**src/sadc_pkg.sv**
```systemverilog
// How it works
// - One of eight channels is muxed into one converter with 8-bit results.
// - At conversion end the result is stored and flag or interrupt raised in the same cycle.
// - Selected pin is forced to converter input; port writes cannot drive it.
// - Port reads of the claimed pin return 0.
// - Unselected pins stay ordinary port inputs and outputs.
// - Input at high reference gives all ones, low reference zero, linear between.
// - A control write starts a conversion lasting 16 to 17 converter clocks.
// - Continuous mode overwrites the result after every conversion.
// - Continuous conversions repeat until the continuous bit is cleared.
// - Continuous done flag sets after first conversion, held until write or read.
// - Single mode does one conversion per control write, then idles.
// - With interrupt enabled each conversion requests an interrupt; flag reads low while it is pending.
// - Results are monotonic with no missing codes.
// - Converter keeps running in wait; its interrupt can wake the processor.
// - Stop aborts and idles the converter; conversions resume after stop ends.
// - Five-bit select: 0-7 pins, references, all ones off, rest reserved.
// - Without interrupt, done flag is read-only, cleared by write/read and reset.
// - Pending interrupt is withdrawn by result read or control write.
// - Three-bit divider 1,2,4,8,16; source bit picks bus or crystal clock.
`default_nettype none

package sadc_pkg;

  // ---------------------------------------------------------------
  // Register map
  // ---------------------------------------------------------------
  localparam int ADDR_W = 2;
  localparam int DATA_W = 8;
  localparam logic [ADDR_W-1:0] OFS_CTRL = 2'h0;
  localparam logic [ADDR_W-1:0] OFS_RESULT = 2'h1;
  localparam logic [ADDR_W-1:0] OFS_CLOCK = 2'h2;

  // ---------------------------------------------------------------
  // Field layouts
  // ---------------------------------------------------------------
  typedef struct packed {
    logic conversion_done_flag;
    logic done_irq_enable;
    logic continuous_mode_bit;
    logic [4:0] channel_select;
  } sadc_ctrl_type;

  typedef struct packed {
    logic [2:0] converter_clock_divider;
    logic converter_clock_source;
    logic [3:0] unused;
  } sadc_clk_type;

  localparam logic [4:0] CHAN_REF_HI = 5'h1d;
  localparam logic [4:0] CHAN_REF_LO = 5'h1e;
  localparam logic [4:0] CHAN_OFF = 5'h1f;
  localparam int NUM_CHAN = 8;

  // ---------------------------------------------------------------
  // Reset values
  // ---------------------------------------------------------------
  localparam logic [7:0] RST_CTRL = 8'h1f;
  localparam logic [7:0] RST_RESULT = 8'h00;
  localparam logic [7:0] RST_CLOCK = 8'h00;

  // ---------------------------------------------------------------
  // Timing
  // ---------------------------------------------------------------
  localparam logic [3:0] CONV_LAST_CYC = 4'hf;
  localparam logic [7:0] TRIAL_FIRST = 8'h80;

  typedef enum logic [1:0] {
    ST_IDLE = 2'b00,
    ST_SYNC = 2'b01,
    ST_CONV = 2'b11
  } sadc_state_type;

endpackage

`default_nettype wire

```
**src/sadc_sequencer.sv**
```systemverilog
`default_nettype none

module sadc_sequencer (
  // Clock, reset, enable
  input wire logic MCLK,
  input wire logic RST,
  input wire logic CE,
  // Register port
  input wire logic [sadc_pkg::ADDR_W-1:0] ADDR,
  input wire logic [sadc_pkg::DATA_W-1:0] WDATA,
  input wire logic WR,
  input wire logic RD,
  output logic [sadc_pkg::DATA_W-1:0] RDATA,
  // Converter input clock from the oscillator, asynchronous
  input wire logic CRYSTAL_CLOCK,
  // Analog front end
  input wire logic COMP_HI,
  output logic [7:0] DAC_CODE,
  output logic [7:0] ANALOG_SEL,
  output logic REF_HI_SEL,
  output logic REF_LO_SEL,
  output logic CONV_ON,
  // Shared port pins and the port logic behind them
  input wire logic [7:0] PORT_DATA,
  input wire logic [7:0] PORT_DIR,
  input wire logic [7:0] PIN_IN,
  output logic [7:0] PIN_OUT,
  output logic [7:0] PIN_OE_N,
  output logic [7:0] PORT_READ,
  // Low-power modes and interrupt
  input wire logic STOP_MODE,
  output logic IRQ
);

  // ---------------------------------------------------------------
  // Helpers
  // ---------------------------------------------------------------
  function automatic logic [7:0] pin_claim(input logic [4:0] chan);
    pin_claim = (chan[4:3] == 2'b00) ? (8'h01 << chan[2:0]) : 8'h00;
  endfunction

  function automatic logic [3:0] div_limit(input logic [2:0] code);
    unique case (code)
      3'h0: div_limit = 4'h0;
      3'h1: div_limit = 4'h1;
      3'h2: div_limit = 4'h3;
      3'h3: div_limit = 4'h7;
      default: div_limit = 4'hf;
    endcase
  endfunction

  // ---------------------------------------------------------------
  // State
  // ---------------------------------------------------------------
  sadc_pkg::sadc_ctrl_type ctrl_r;
  sadc_pkg::sadc_clk_type clk_r;
  sadc_pkg::sadc_state_type state_r, state_nxt;
  logic [7:0] result_r;
  logic [7:0] trial_r, trial_nxt;
  logic [3:0] cyc_r, cyc_nxt;
  logic [3:0] div_cnt_r;
  logic done_r, done_nxt;
  logic irq_r, irq_nxt;
  logic run_pend_r, run_pend_nxt;
  logic [7:0] rdata_r;
  logic xtal_s1_r, xtal_s2_r, xtal_d_r;
  logic comp_s1_r, comp_s2_r;
  logic [7:0] pin_s1_r, pin_s2_r;
  logic [7:0] pin_out_r, oe_n_r, port_read_r, sel_r;
  logic ref_hi_r, ref_lo_r, conv_on_r;

  // ---------------------------------------------------------------
  // Bus decode
  // ---------------------------------------------------------------
  wire ctrl_wr = WR && (ADDR == sadc_pkg::OFS_CTRL);
  wire clk_wr = WR && (ADDR == sadc_pkg::OFS_CLOCK);
  wire result_rd = RD && (ADDR == sadc_pkg::OFS_RESULT);
  wire flag_clear = ctrl_wr || result_rd;
  wire [4:0] chan = ctrl_r.channel_select;
  wire [4:0] new_chan = WDATA[4:0];
  wire powered = (chan != sadc_pkg::CHAN_OFF);
  wire new_powered = (new_chan != sadc_pkg::CHAN_OFF);
  // Bit read as done: a plain flag, or low while an interrupt is pending
  wire done_view = ctrl_r.done_irq_enable ? !irq_r : done_r;
  wire [7:0] ctrl_view = {done_view, ctrl_r.done_irq_enable,
                          ctrl_r.continuous_mode_bit, chan};
  wire [7:0] rd_mux = (ADDR == sadc_pkg::OFS_CTRL) ? ctrl_view :
                      (ADDR == sadc_pkg::OFS_RESULT) ? result_r :
                      (ADDR == sadc_pkg::OFS_CLOCK) ? clk_r : 8'h00;

  // ---------------------------------------------------------------
  // Converter clock: source select and divider
  // ---------------------------------------------------------------
  // The crystal clock is sampled, not used as a clock, so the whole block
  // stays on MCLK; the crystal must run well below MCLK for this to hold.
  wire xtal_rise = xtal_s2_r && !xtal_d_r;
  wire src_tick = clk_r.converter_clock_source ? 1'b1 : xtal_rise;
  wire [3:0] limit = div_limit(clk_r.converter_clock_divider);
  wire conv_tick = src_tick && (div_cnt_r == limit);

  // ---------------------------------------------------------------
  // Successive approximation step
  // ---------------------------------------------------------------
  wire [7:0] bit_mask = 8'h80 >> cyc_r[3:1];
  wire [7:0] kept = comp_s2_r ? trial_r : (trial_r & ~bit_mask);
  wire decide = conv_tick && (state_r == sadc_pkg::ST_CONV) && cyc_r[0];
  wire conv_done = decide && (cyc_r == sadc_pkg::CONV_LAST_CYC);
  wire single_end = conv_done && !ctrl_r.continuous_mode_bit;
  wire start_req = ctrl_wr && new_powered && !STOP_MODE;

  // ---------------------------------------------------------------
  // Sequencer
  // ---------------------------------------------------------------
  always_comb
  begin
    state_nxt = state_r;
    trial_nxt = trial_r;
    cyc_nxt = cyc_r;
    unique case (state_r)
      sadc_pkg::ST_IDLE:
      begin
        // Picks up a conversion held over a stop period
        if (run_pend_r && powered && !STOP_MODE)
          state_nxt = sadc_pkg::ST_SYNC;
      end
      sadc_pkg::ST_SYNC:
      begin
        // Waiting for the next converter edge makes the 16-to-17 spread
        if (conv_tick)
        begin
          state_nxt = sadc_pkg::ST_CONV;
          cyc_nxt = 4'h0;
          trial_nxt = sadc_pkg::TRIAL_FIRST;
        end
      end
      sadc_pkg::ST_CONV:
      begin
        if (conv_tick)
        begin
          cyc_nxt = cyc_r + 4'h1;
          if (cyc_r[0])
            trial_nxt = kept | (bit_mask >> 1);
          if (conv_done)
            state_nxt = (ctrl_r.continuous_mode_bit && powered) ?
                        sadc_pkg::ST_SYNC : sadc_pkg::ST_IDLE;
        end
      end
    endcase
    if (start_req)
      state_nxt = sadc_pkg::ST_SYNC;
    else if (ctrl_wr && !new_powered)
      state_nxt = sadc_pkg::ST_IDLE;
    if (STOP_MODE)
      state_nxt = sadc_pkg::ST_IDLE;
  end

  // ---------------------------------------------------------------
  // Flags
  // ---------------------------------------------------------------
  always_comb
  begin
    run_pend_nxt = run_pend_r;
    if (single_end)
      run_pend_nxt = 1'b0;
    if (ctrl_wr)
      run_pend_nxt = new_powered;
    // A completion in the clearing cycle still leaves the flag set
    done_nxt = done_r;
    if (flag_clear)
      done_nxt = 1'b0;
    if (conv_done && !ctrl_r.done_irq_enable)
      done_nxt = 1'b1;
    irq_nxt = irq_r;
    if (flag_clear || !ctrl_r.done_irq_enable)
      irq_nxt = 1'b0;
    if (conv_done && ctrl_r.done_irq_enable)
      irq_nxt = 1'b1;
  end

  // ---------------------------------------------------------------
  // Registers
  // ---------------------------------------------------------------
  always_ff @(posedge MCLK or posedge RST)
  begin
    if (RST)
    begin
      ctrl_r <= sadc_pkg::RST_CTRL;
      clk_r <= sadc_pkg::RST_CLOCK;
      result_r <= sadc_pkg::RST_RESULT;
      rdata_r <= 8'h00;
    end
    else if (CE)
    begin
      if (ctrl_wr)
        ctrl_r <= {1'b0, WDATA[6:0]};
      if (clk_wr)
        clk_r <= {WDATA[7:4], 4'h0};
      if (conv_done)
        result_r <= kept;
      rdata_r <= rd_mux;
    end
  end

  always_ff @(posedge MCLK or posedge RST)
  begin
    if (RST)
    begin
      state_r <= sadc_pkg::ST_IDLE;
      trial_r <= 8'h00;
      cyc_r <= 4'h0;
      done_r <= 1'b0;
      irq_r <= 1'b0;
      run_pend_r <= 1'b0;
    end
    else if (CE)
    begin
      state_r <= state_nxt;
      trial_r <= trial_nxt;
      cyc_r <= cyc_nxt;
      done_r <= done_nxt;
      irq_r <= irq_nxt;
      run_pend_r <= run_pend_nxt;
    end
  end

  always_ff @(posedge MCLK or posedge RST)
  begin
    if (RST)
      div_cnt_r <= 4'h0;
    else if (CE && src_tick)
      div_cnt_r <= (div_cnt_r >= limit) ? 4'h0 : div_cnt_r + 4'h1;
  end

  // ---------------------------------------------------------------
  // Synchronisers
  // ---------------------------------------------------------------
  always_ff @(posedge MCLK or posedge RST)
  begin
    if (RST)
    begin
      xtal_s1_r <= 1'b0;
      xtal_s2_r <= 1'b0;
      xtal_d_r <= 1'b0;
      comp_s1_r <= 1'b0;
      comp_s2_r <= 1'b0;
      pin_s1_r <= 8'h00;
      pin_s2_r <= 8'h00;
    end
    else if (CE)
    begin
      xtal_s1_r <= CRYSTAL_CLOCK;
      xtal_s2_r <= xtal_s1_r;
      xtal_d_r <= xtal_s2_r;
      comp_s1_r <= COMP_HI;
      comp_s2_r <= comp_s1_r;
      pin_s1_r <= PIN_IN;
      pin_s2_r <= pin_s1_r;
    end
  end

  // ---------------------------------------------------------------
  // Pin sharing and analog select
  // ---------------------------------------------------------------
  // Claim follows the select field alone, so a pin stays an analog input
  // between conversions and does not toggle as a digital output.
  wire [7:0] claim = pin_claim(chan);

  always_ff @(posedge MCLK or posedge RST)
  begin
    if (RST)
    begin
      pin_out_r <= 8'h00;
      oe_n_r <= 8'hff;
      port_read_r <= 8'h00;
      sel_r <= 8'h00;
      ref_hi_r <= 1'b0;
      ref_lo_r <= 1'b0;
      conv_on_r <= 1'b0;
    end
    else if (CE)
    begin
      pin_out_r <= PORT_DATA & ~claim;
      oe_n_r <= ~(PORT_DIR & ~claim);
      port_read_r <= pin_s2_r & ~claim;
      sel_r <= claim;
      ref_hi_r <= (chan == sadc_pkg::CHAN_REF_HI);
      ref_lo_r <= (chan == sadc_pkg::CHAN_REF_LO);
      conv_on_r <= powered && !STOP_MODE;
    end
  end

  // ---------------------------------------------------------------
  // Outputs
  // ---------------------------------------------------------------
  assign RDATA = rdata_r;
  assign DAC_CODE = trial_r;
  assign ANALOG_SEL = sel_r;
  assign REF_HI_SEL = ref_hi_r;
  assign REF_LO_SEL = ref_lo_r;
  assign CONV_ON = conv_on_r;
  assign PIN_OUT = pin_out_r;
  assign PIN_OE_N = oe_n_r;
  assign PORT_READ = port_read_r;
  assign IRQ = irq_r;

endmodule // sadc_sequencer

`default_nettype wire

```
**config.mk**
```make
export PLATFORM = sky130hd
export DESIGN_NAME = sadc_sequencer
export DESIGN_NICKNAME = d
export VERILOG_FILES = /design/src/sadc_pkg.sv /design/src/sadc_sequencer.sv
export SDC_FILE = /design/constraint.sdc
export NUM_CORES = 1
export LEC_CHECK = 0
export BUFFER_PORTS_ARGS = -buffer_cell sky130_fd_sc_hd__buf_2
export CORE_ASPECT_RATIO = 1.2
export CORE_MARGIN = 3
export CORE_UTILIZATION = 30
export CTS_CLUSTER_DIAMETER = 50
export CTS_CLUSTER_SIZE = 8
export DETAILED_ROUTE_END_ITERATION = 8
export GPL_ROUTABILITY_DRIVEN = 0
export SLEW_MARGIN = 20
export SYNTH_ARGS = -nofsm -noshare
export SYNTH_HDL_FRONTEND = slang
export SYNTH_SLANG_ARGS = --single-unit
```
**constraint.sdc**
```tcl
create_clock -name MCLK -period 3.8 [get_ports MCLK]
set_input_delay 0.95 -clock MCLK [delete_from_list [all_inputs] [get_ports MCLK]]
set_output_delay 0.95 -clock MCLK [all_outputs]
set_load 0.01 [all_outputs]
```
# Word level (Yosys, flattened, before mapping)
# Index checks and enable logic that the tools add are counted.
# word_totals
ff_bits	104
word_cells	136
output_inout_bits	52
# op_classes
n_shift	2
mux	31
n_lt_le_gt_ge	1
reduce_logical	44
bitwise	8
eq_ne	20
addsub	2
# op_table
operator	count
two-way mux 8 bit	8
AND 8 bit	4
inverter 8 bit	3
!= test 5 bit (second input constant)	4
logical AND 1 bit	19
case mux 4 bit (4 select lines)	1
case mux 8 bit (2 select lines)	1
two-way mux 2 bit	7
two-way mux 4 bit	3
AND reduction 2 bit	6
equality test 5 bit (second input constant)	2
!= test 5 x 4 -> 1 bit (second input constant)	2
AND reduction 5 bit	2
two-way mux 1 bit	9
adder 4 x 1 -> 4 bit (second input constant)	2
OR 8 x 7 -> 8 bit	1
case mux 4 bit (2 select lines)	1
nonzero test 2 bit	4
left shift 1 x 3 -> 8 bit (first input constant)	1
>> shifter 8 x 3 -> 8 bit (first input constant)	1
equality test 3 x 2 -> 1 bit (second input constant)	2
zero test 1 bit	6
zero test 2 bit	3
!= test 2 bit (second input constant)	3
other kinds (10)	13

# Depth between registers and ports, before layout
# logic_depth
depth_word	13
depth_mapped	9
depth_no_buf	7

# Worst setup path after synthesis
# No wires, ideal clock.
# synth_timing
kind	register to register
start	register clk_r[7] (netlist name)
end	register result_r[7]
arrival_time_ns	2.116
stages_incl_launch_ff	10
synth_period_minus_slack_ns	2.237
setup_time_ns	0.121
slack_ns	1.563
cell_sequence	dfrtp_1 > or3_1 > ha_1 > and4_1 > o21ai_0 > or3_1 > buf_6 > buf_6 > nand2_1 > o21ai_2
# synth_between
elab_chain_len	8
# synth_lines
item	line_no	source
start, declared	sadc_sequencer.sv:56	sadc_pkg::sadc_clk_type clk_r;
start signal, assigned	sadc_sequencer.sv:188	clk_r <= sadc_pkg::RST_CLOCK;
start signal, assigned	sadc_sequencer.sv:197	clk_r <= {WDATA[7:4], 4'h0};
equality test 3 x 2 -> 1 bit, or another cell as far along	sadc_sequencer.sv:43	unique case (code)
case mux 4 bit (4 select lines) *	sadc_sequencer.sv:43	
equality test 4 bit *	sadc_sequencer.sv:99	wire conv_tick = src_tick && (div_cnt_r == limit);
logical AND 1 bit *	sadc_sequencer.sv:99	
logical AND 1 bit * (2 in series)	sadc_sequencer.sv:106	wire decide = conv_tick && (state_r == sadc_pkg::ST_CONV) && cyc_r[0];
logical AND 1 bit *	sadc_sequencer.sv:107	wire conv_done = decide && (cyc_r == sadc_pkg::CONV_LAST_CYC);
AND reduction 2 bit (no source line) *	--	
end signal, assigned	sadc_sequencer.sv:189	result_r <= sadc_pkg::RST_RESULT;
end signal, assigned	sadc_sequencer.sv:199	result_r <= kept;
end, declared	sadc_sequencer.sv:58	logic [7:0] result_r;
# Mark *: on every way between the ends. The rest lies on a longest branch, timed or not.
# A chain may end at the register's enable or synchronous reset.

# Worst setup path after layout
# layout_timing
start	register clk_r[7] (netlist name)
end	register trial_r[4], in the netlist DAC_CODE[4]
# layout_between
elab_chain_len	6
# layout_lines
item	line_no	source
equality test 3 x 2 -> 1 bit, or another cell as far along	sadc_sequencer.sv:43	
case mux 4 bit (4 select lines) *	sadc_sequencer.sv:43	
equality test 4 bit *	sadc_sequencer.sv:99	
logical AND 1 bit *	sadc_sequencer.sv:99	
!= test 2 bit (no source line)	--	
AND reduction 5 bit (no source line) *	--	
end signal, assigned	sadc_sequencer.sv:218	trial_r <= trial_nxt;
end, declared	sadc_sequencer.sv:59	logic [7:0] trial_r, trial_nxt;
# Marked as above.

==> results.toml <==
[status]
result_of_the_run = "complete, no violations"

[grt]
grt_max_degree = 91
busiest_layer = "met2"
grt_remaining_overflow = 0
track_usage_pct = 13.6
number_of_antenna_violations_at_the_first_check_in_global_routing = 0
global_route.usage.met1_pct = 16.4
vias_in_the_first_global_route = 3633
gr-usage-met3_pct = 3.51
grtUsageMet2_pct = 22.5
global_route_wire_length_before_repair_mm = 18.3

[job]
max-cap-violations = 0

[floorplanning]
ios = 94
placeableCoreArea_um2 = 15000
chipWidth_um = 119
std_cell_rows = 49
floorplan.initialDensity_pct = 30.7
design.die.area_um2 = 16900
fp.dieH_um = 142

[clock_network]
clkSinkCount = 104
cts.repair.resized = 0
cts_htree_levels = 3
clk_transition_reported_paths_ps = 80
postCtsSetupRepairBufs = 0
ctsLongestPathBuffers = 2
clkLatencyLatePin_ps = 350
cts_buffers = 9
postCtsHoldBufs = 0
clock_tree.root_cell = "clkbuf_16"
tritoncts = "yes"

[logic_synthesis]
synth_cell_type_count = 49
postSynthCellCount = 432
synth.top_cells.by_count = "dfrtp_1, nor2_1, o21ai_0, nand2_1, mux2_2"
async_flop_share_pct = 100
yosysTopAreaCellShare_pct = 49.3
post-synth-top-count-cell = "dfrtp_1"
synthesis.area_per_instance_um2 = 10.7
synth_edf_count = 0
ys_warn_count = 0
number_of_nets_produced_by_synthesis = 480
ys_seq_area_share_pct = 56.8
yosysTopAreaCell = "dfrtp_1"
ys_ff_latch = 104
netlist_area_um2 = 4610
dominantRegCellSynth = "dfrtp_1"
synth.area.top_cells = "dfrtp_1, dfstp_2, mux2_2, o21ai_0, nor2_1"

[placement]
sum_of_net_half_perimeters_after_detailed_placement_mm = 8.41
port_buffers = 93

[route]
postRouteAntennaNets = 0
drcViolationCount = 0
detailroute.via_count = 3609
first_pass_iters = 4
vias_per_cell = 4.96
routed_wire_length_per_instance_um = 15.7
first_iter_violations = 245
route.final.wire_length_mm = 11.4

[setup_path]
crit_fanout = 13
timing.critical_path.arrival_ps = 2930
timing.setup.critical_path_class = "flop to flop"
critical_path.endpoint_type = "flop"
timing.critical_path.required_ps = 4060
critical_path_launch_point_type = "flop"

[sta]
fin_crit_sh_pct = 70.4
number_of_failing_hold_endpoints_at_the_final_stage = 0
finalMaxSlewViolations = 0
slew_limit_headroom_pct = 37.7
worst_clock_skew_ps = 9.92
worst_hold_slack_ps = 478
min_period_ps = 2680
tightest_slew_ps = 933
timing.setup.tns_ps = 0
setup-violations-final = 0
max_freq_mhz = 374
unrepaired_setup_endpoints_after_global_routing = "no"

[hold_path]
worst_hold_path_type = "flop to flop"

[pwr]
vdd_drop_max_mv = 0.225
power.leakage_uw = 0.00258
power_per_cell_area_nw_per_um2 = 519

[layout]
final_layout_size_suffix_gt1_share_pct = 31.5
nets = 566
diodes = 0
syn_to_final_growth_pct = 20.9
layer usage:
metal | up-vias | share of wire [%]
met3 | 30 | 5.8
met1 | 1774 | 42
met4 | 0 | 3.5
met2 | 112 | 49
met5 | - | 0
li1 | 1693 | -
power by group:
part,switching (uW),total (uW),internal [uW]
Clock,424,962,538
Sequential,134,1400,1270
Combinational,288,529,241
Total,847,2900,2050
cell families after synthesis:
logic type	share of synthesized area (%)
flops	56.8
buf+inv	3.61
simple gates	13.6
fa+ha+maj	1.63
mux	8.57
compound gates	15.9
path summary, 6_finish.rpt:
| path | start | end | slack (ps) | depth (start not counted) |
|---|---|---|---|---|
| min in group asynchronous | RST | xtal_s1_r | 750 | 2 |
| worst min-delay path | RDATA[7] | RDATA[7] | 480 | 1 |
| worst max-delay path | clk_r[7] | DAC_CODE[4] | 1120 | 6 |
| worst max register to register | clk_r[7] | DAC_CODE[4] | 1120 | 6 |
| worst min register to register | RDATA[7] | RDATA[7] | 480 | 1 |
| max in group asynchronous | RST | clk_r[5] | 2380 | 3 |
metrics by stage:
stage	setup slack, ps	power (uW)	cell area [um2]	std cells	utilization [%]
after global routing	929	3060	5580	727	37.1
final	1120	2900	5580	727	37.1
after CTS	1090	2930	5580	727	37.1
after global placement	1130	1930	5260	711	35.0
after floorplan	139	1750	4610	432	-
after detailed placement	1070	1960	5260	711	35.0
flip-flops by register name (all words and copies together) (netlist names), 2 cells and up:
name,cells
ANALOG_SEL,8
DAC_CODE,8
PIN_OE_N,8
PIN_OUT,8
PORT_READ,8
RDATA,8
pin_s1_r,8
pin_s2_r,8
result_r,8
chan,5
clk_r,4
cyc_r,4
div_cnt_r,4
ctrl_r,2
state_r,2
cells in the final DEF, fill, tap and decap left out, types with 4 or more instances in the layout:
cell / n
nor3b_1: 4
o21ai_1: 7
clkbuf_16: 9
buf_4: 4
o2bb2ai_1: 9
buf_2: 93
ha_1: 6
nor2_1: 50
dfstp_2: 13
or3_1: 5
nor3_1: 7
mux2i_1: 8
nand3_1: 5
nand2b_1: 10
a21oi_1: 22
a22o_1: 13
o31ai_1: 7
o21ai_0: 39
dfrtp_1: 91
mux2_2: 28
nand2_1: 32
nor2b_1: 4
inv_1: 14
or2_2: 4
final cells by class:
cell class                 count  area [um2]
fill                        1503        9440
inverter                      16        65.1
clock buffer                  10         239
timing repair buffer          97         495
sequential                   104        2620
clock inverter                 6        75.1
multi-input combinational    290        1830
tap                          204         255
worst max-delay path: stages (launching register included):
cell	delay, ps
dfrtp_1	430
or3_1	390
ha_1	280
and4_1	270
o2111ai_1	480
or2_2	510
o31ai_1	230
Note: power is estimated with default switching activity, not from simulation.
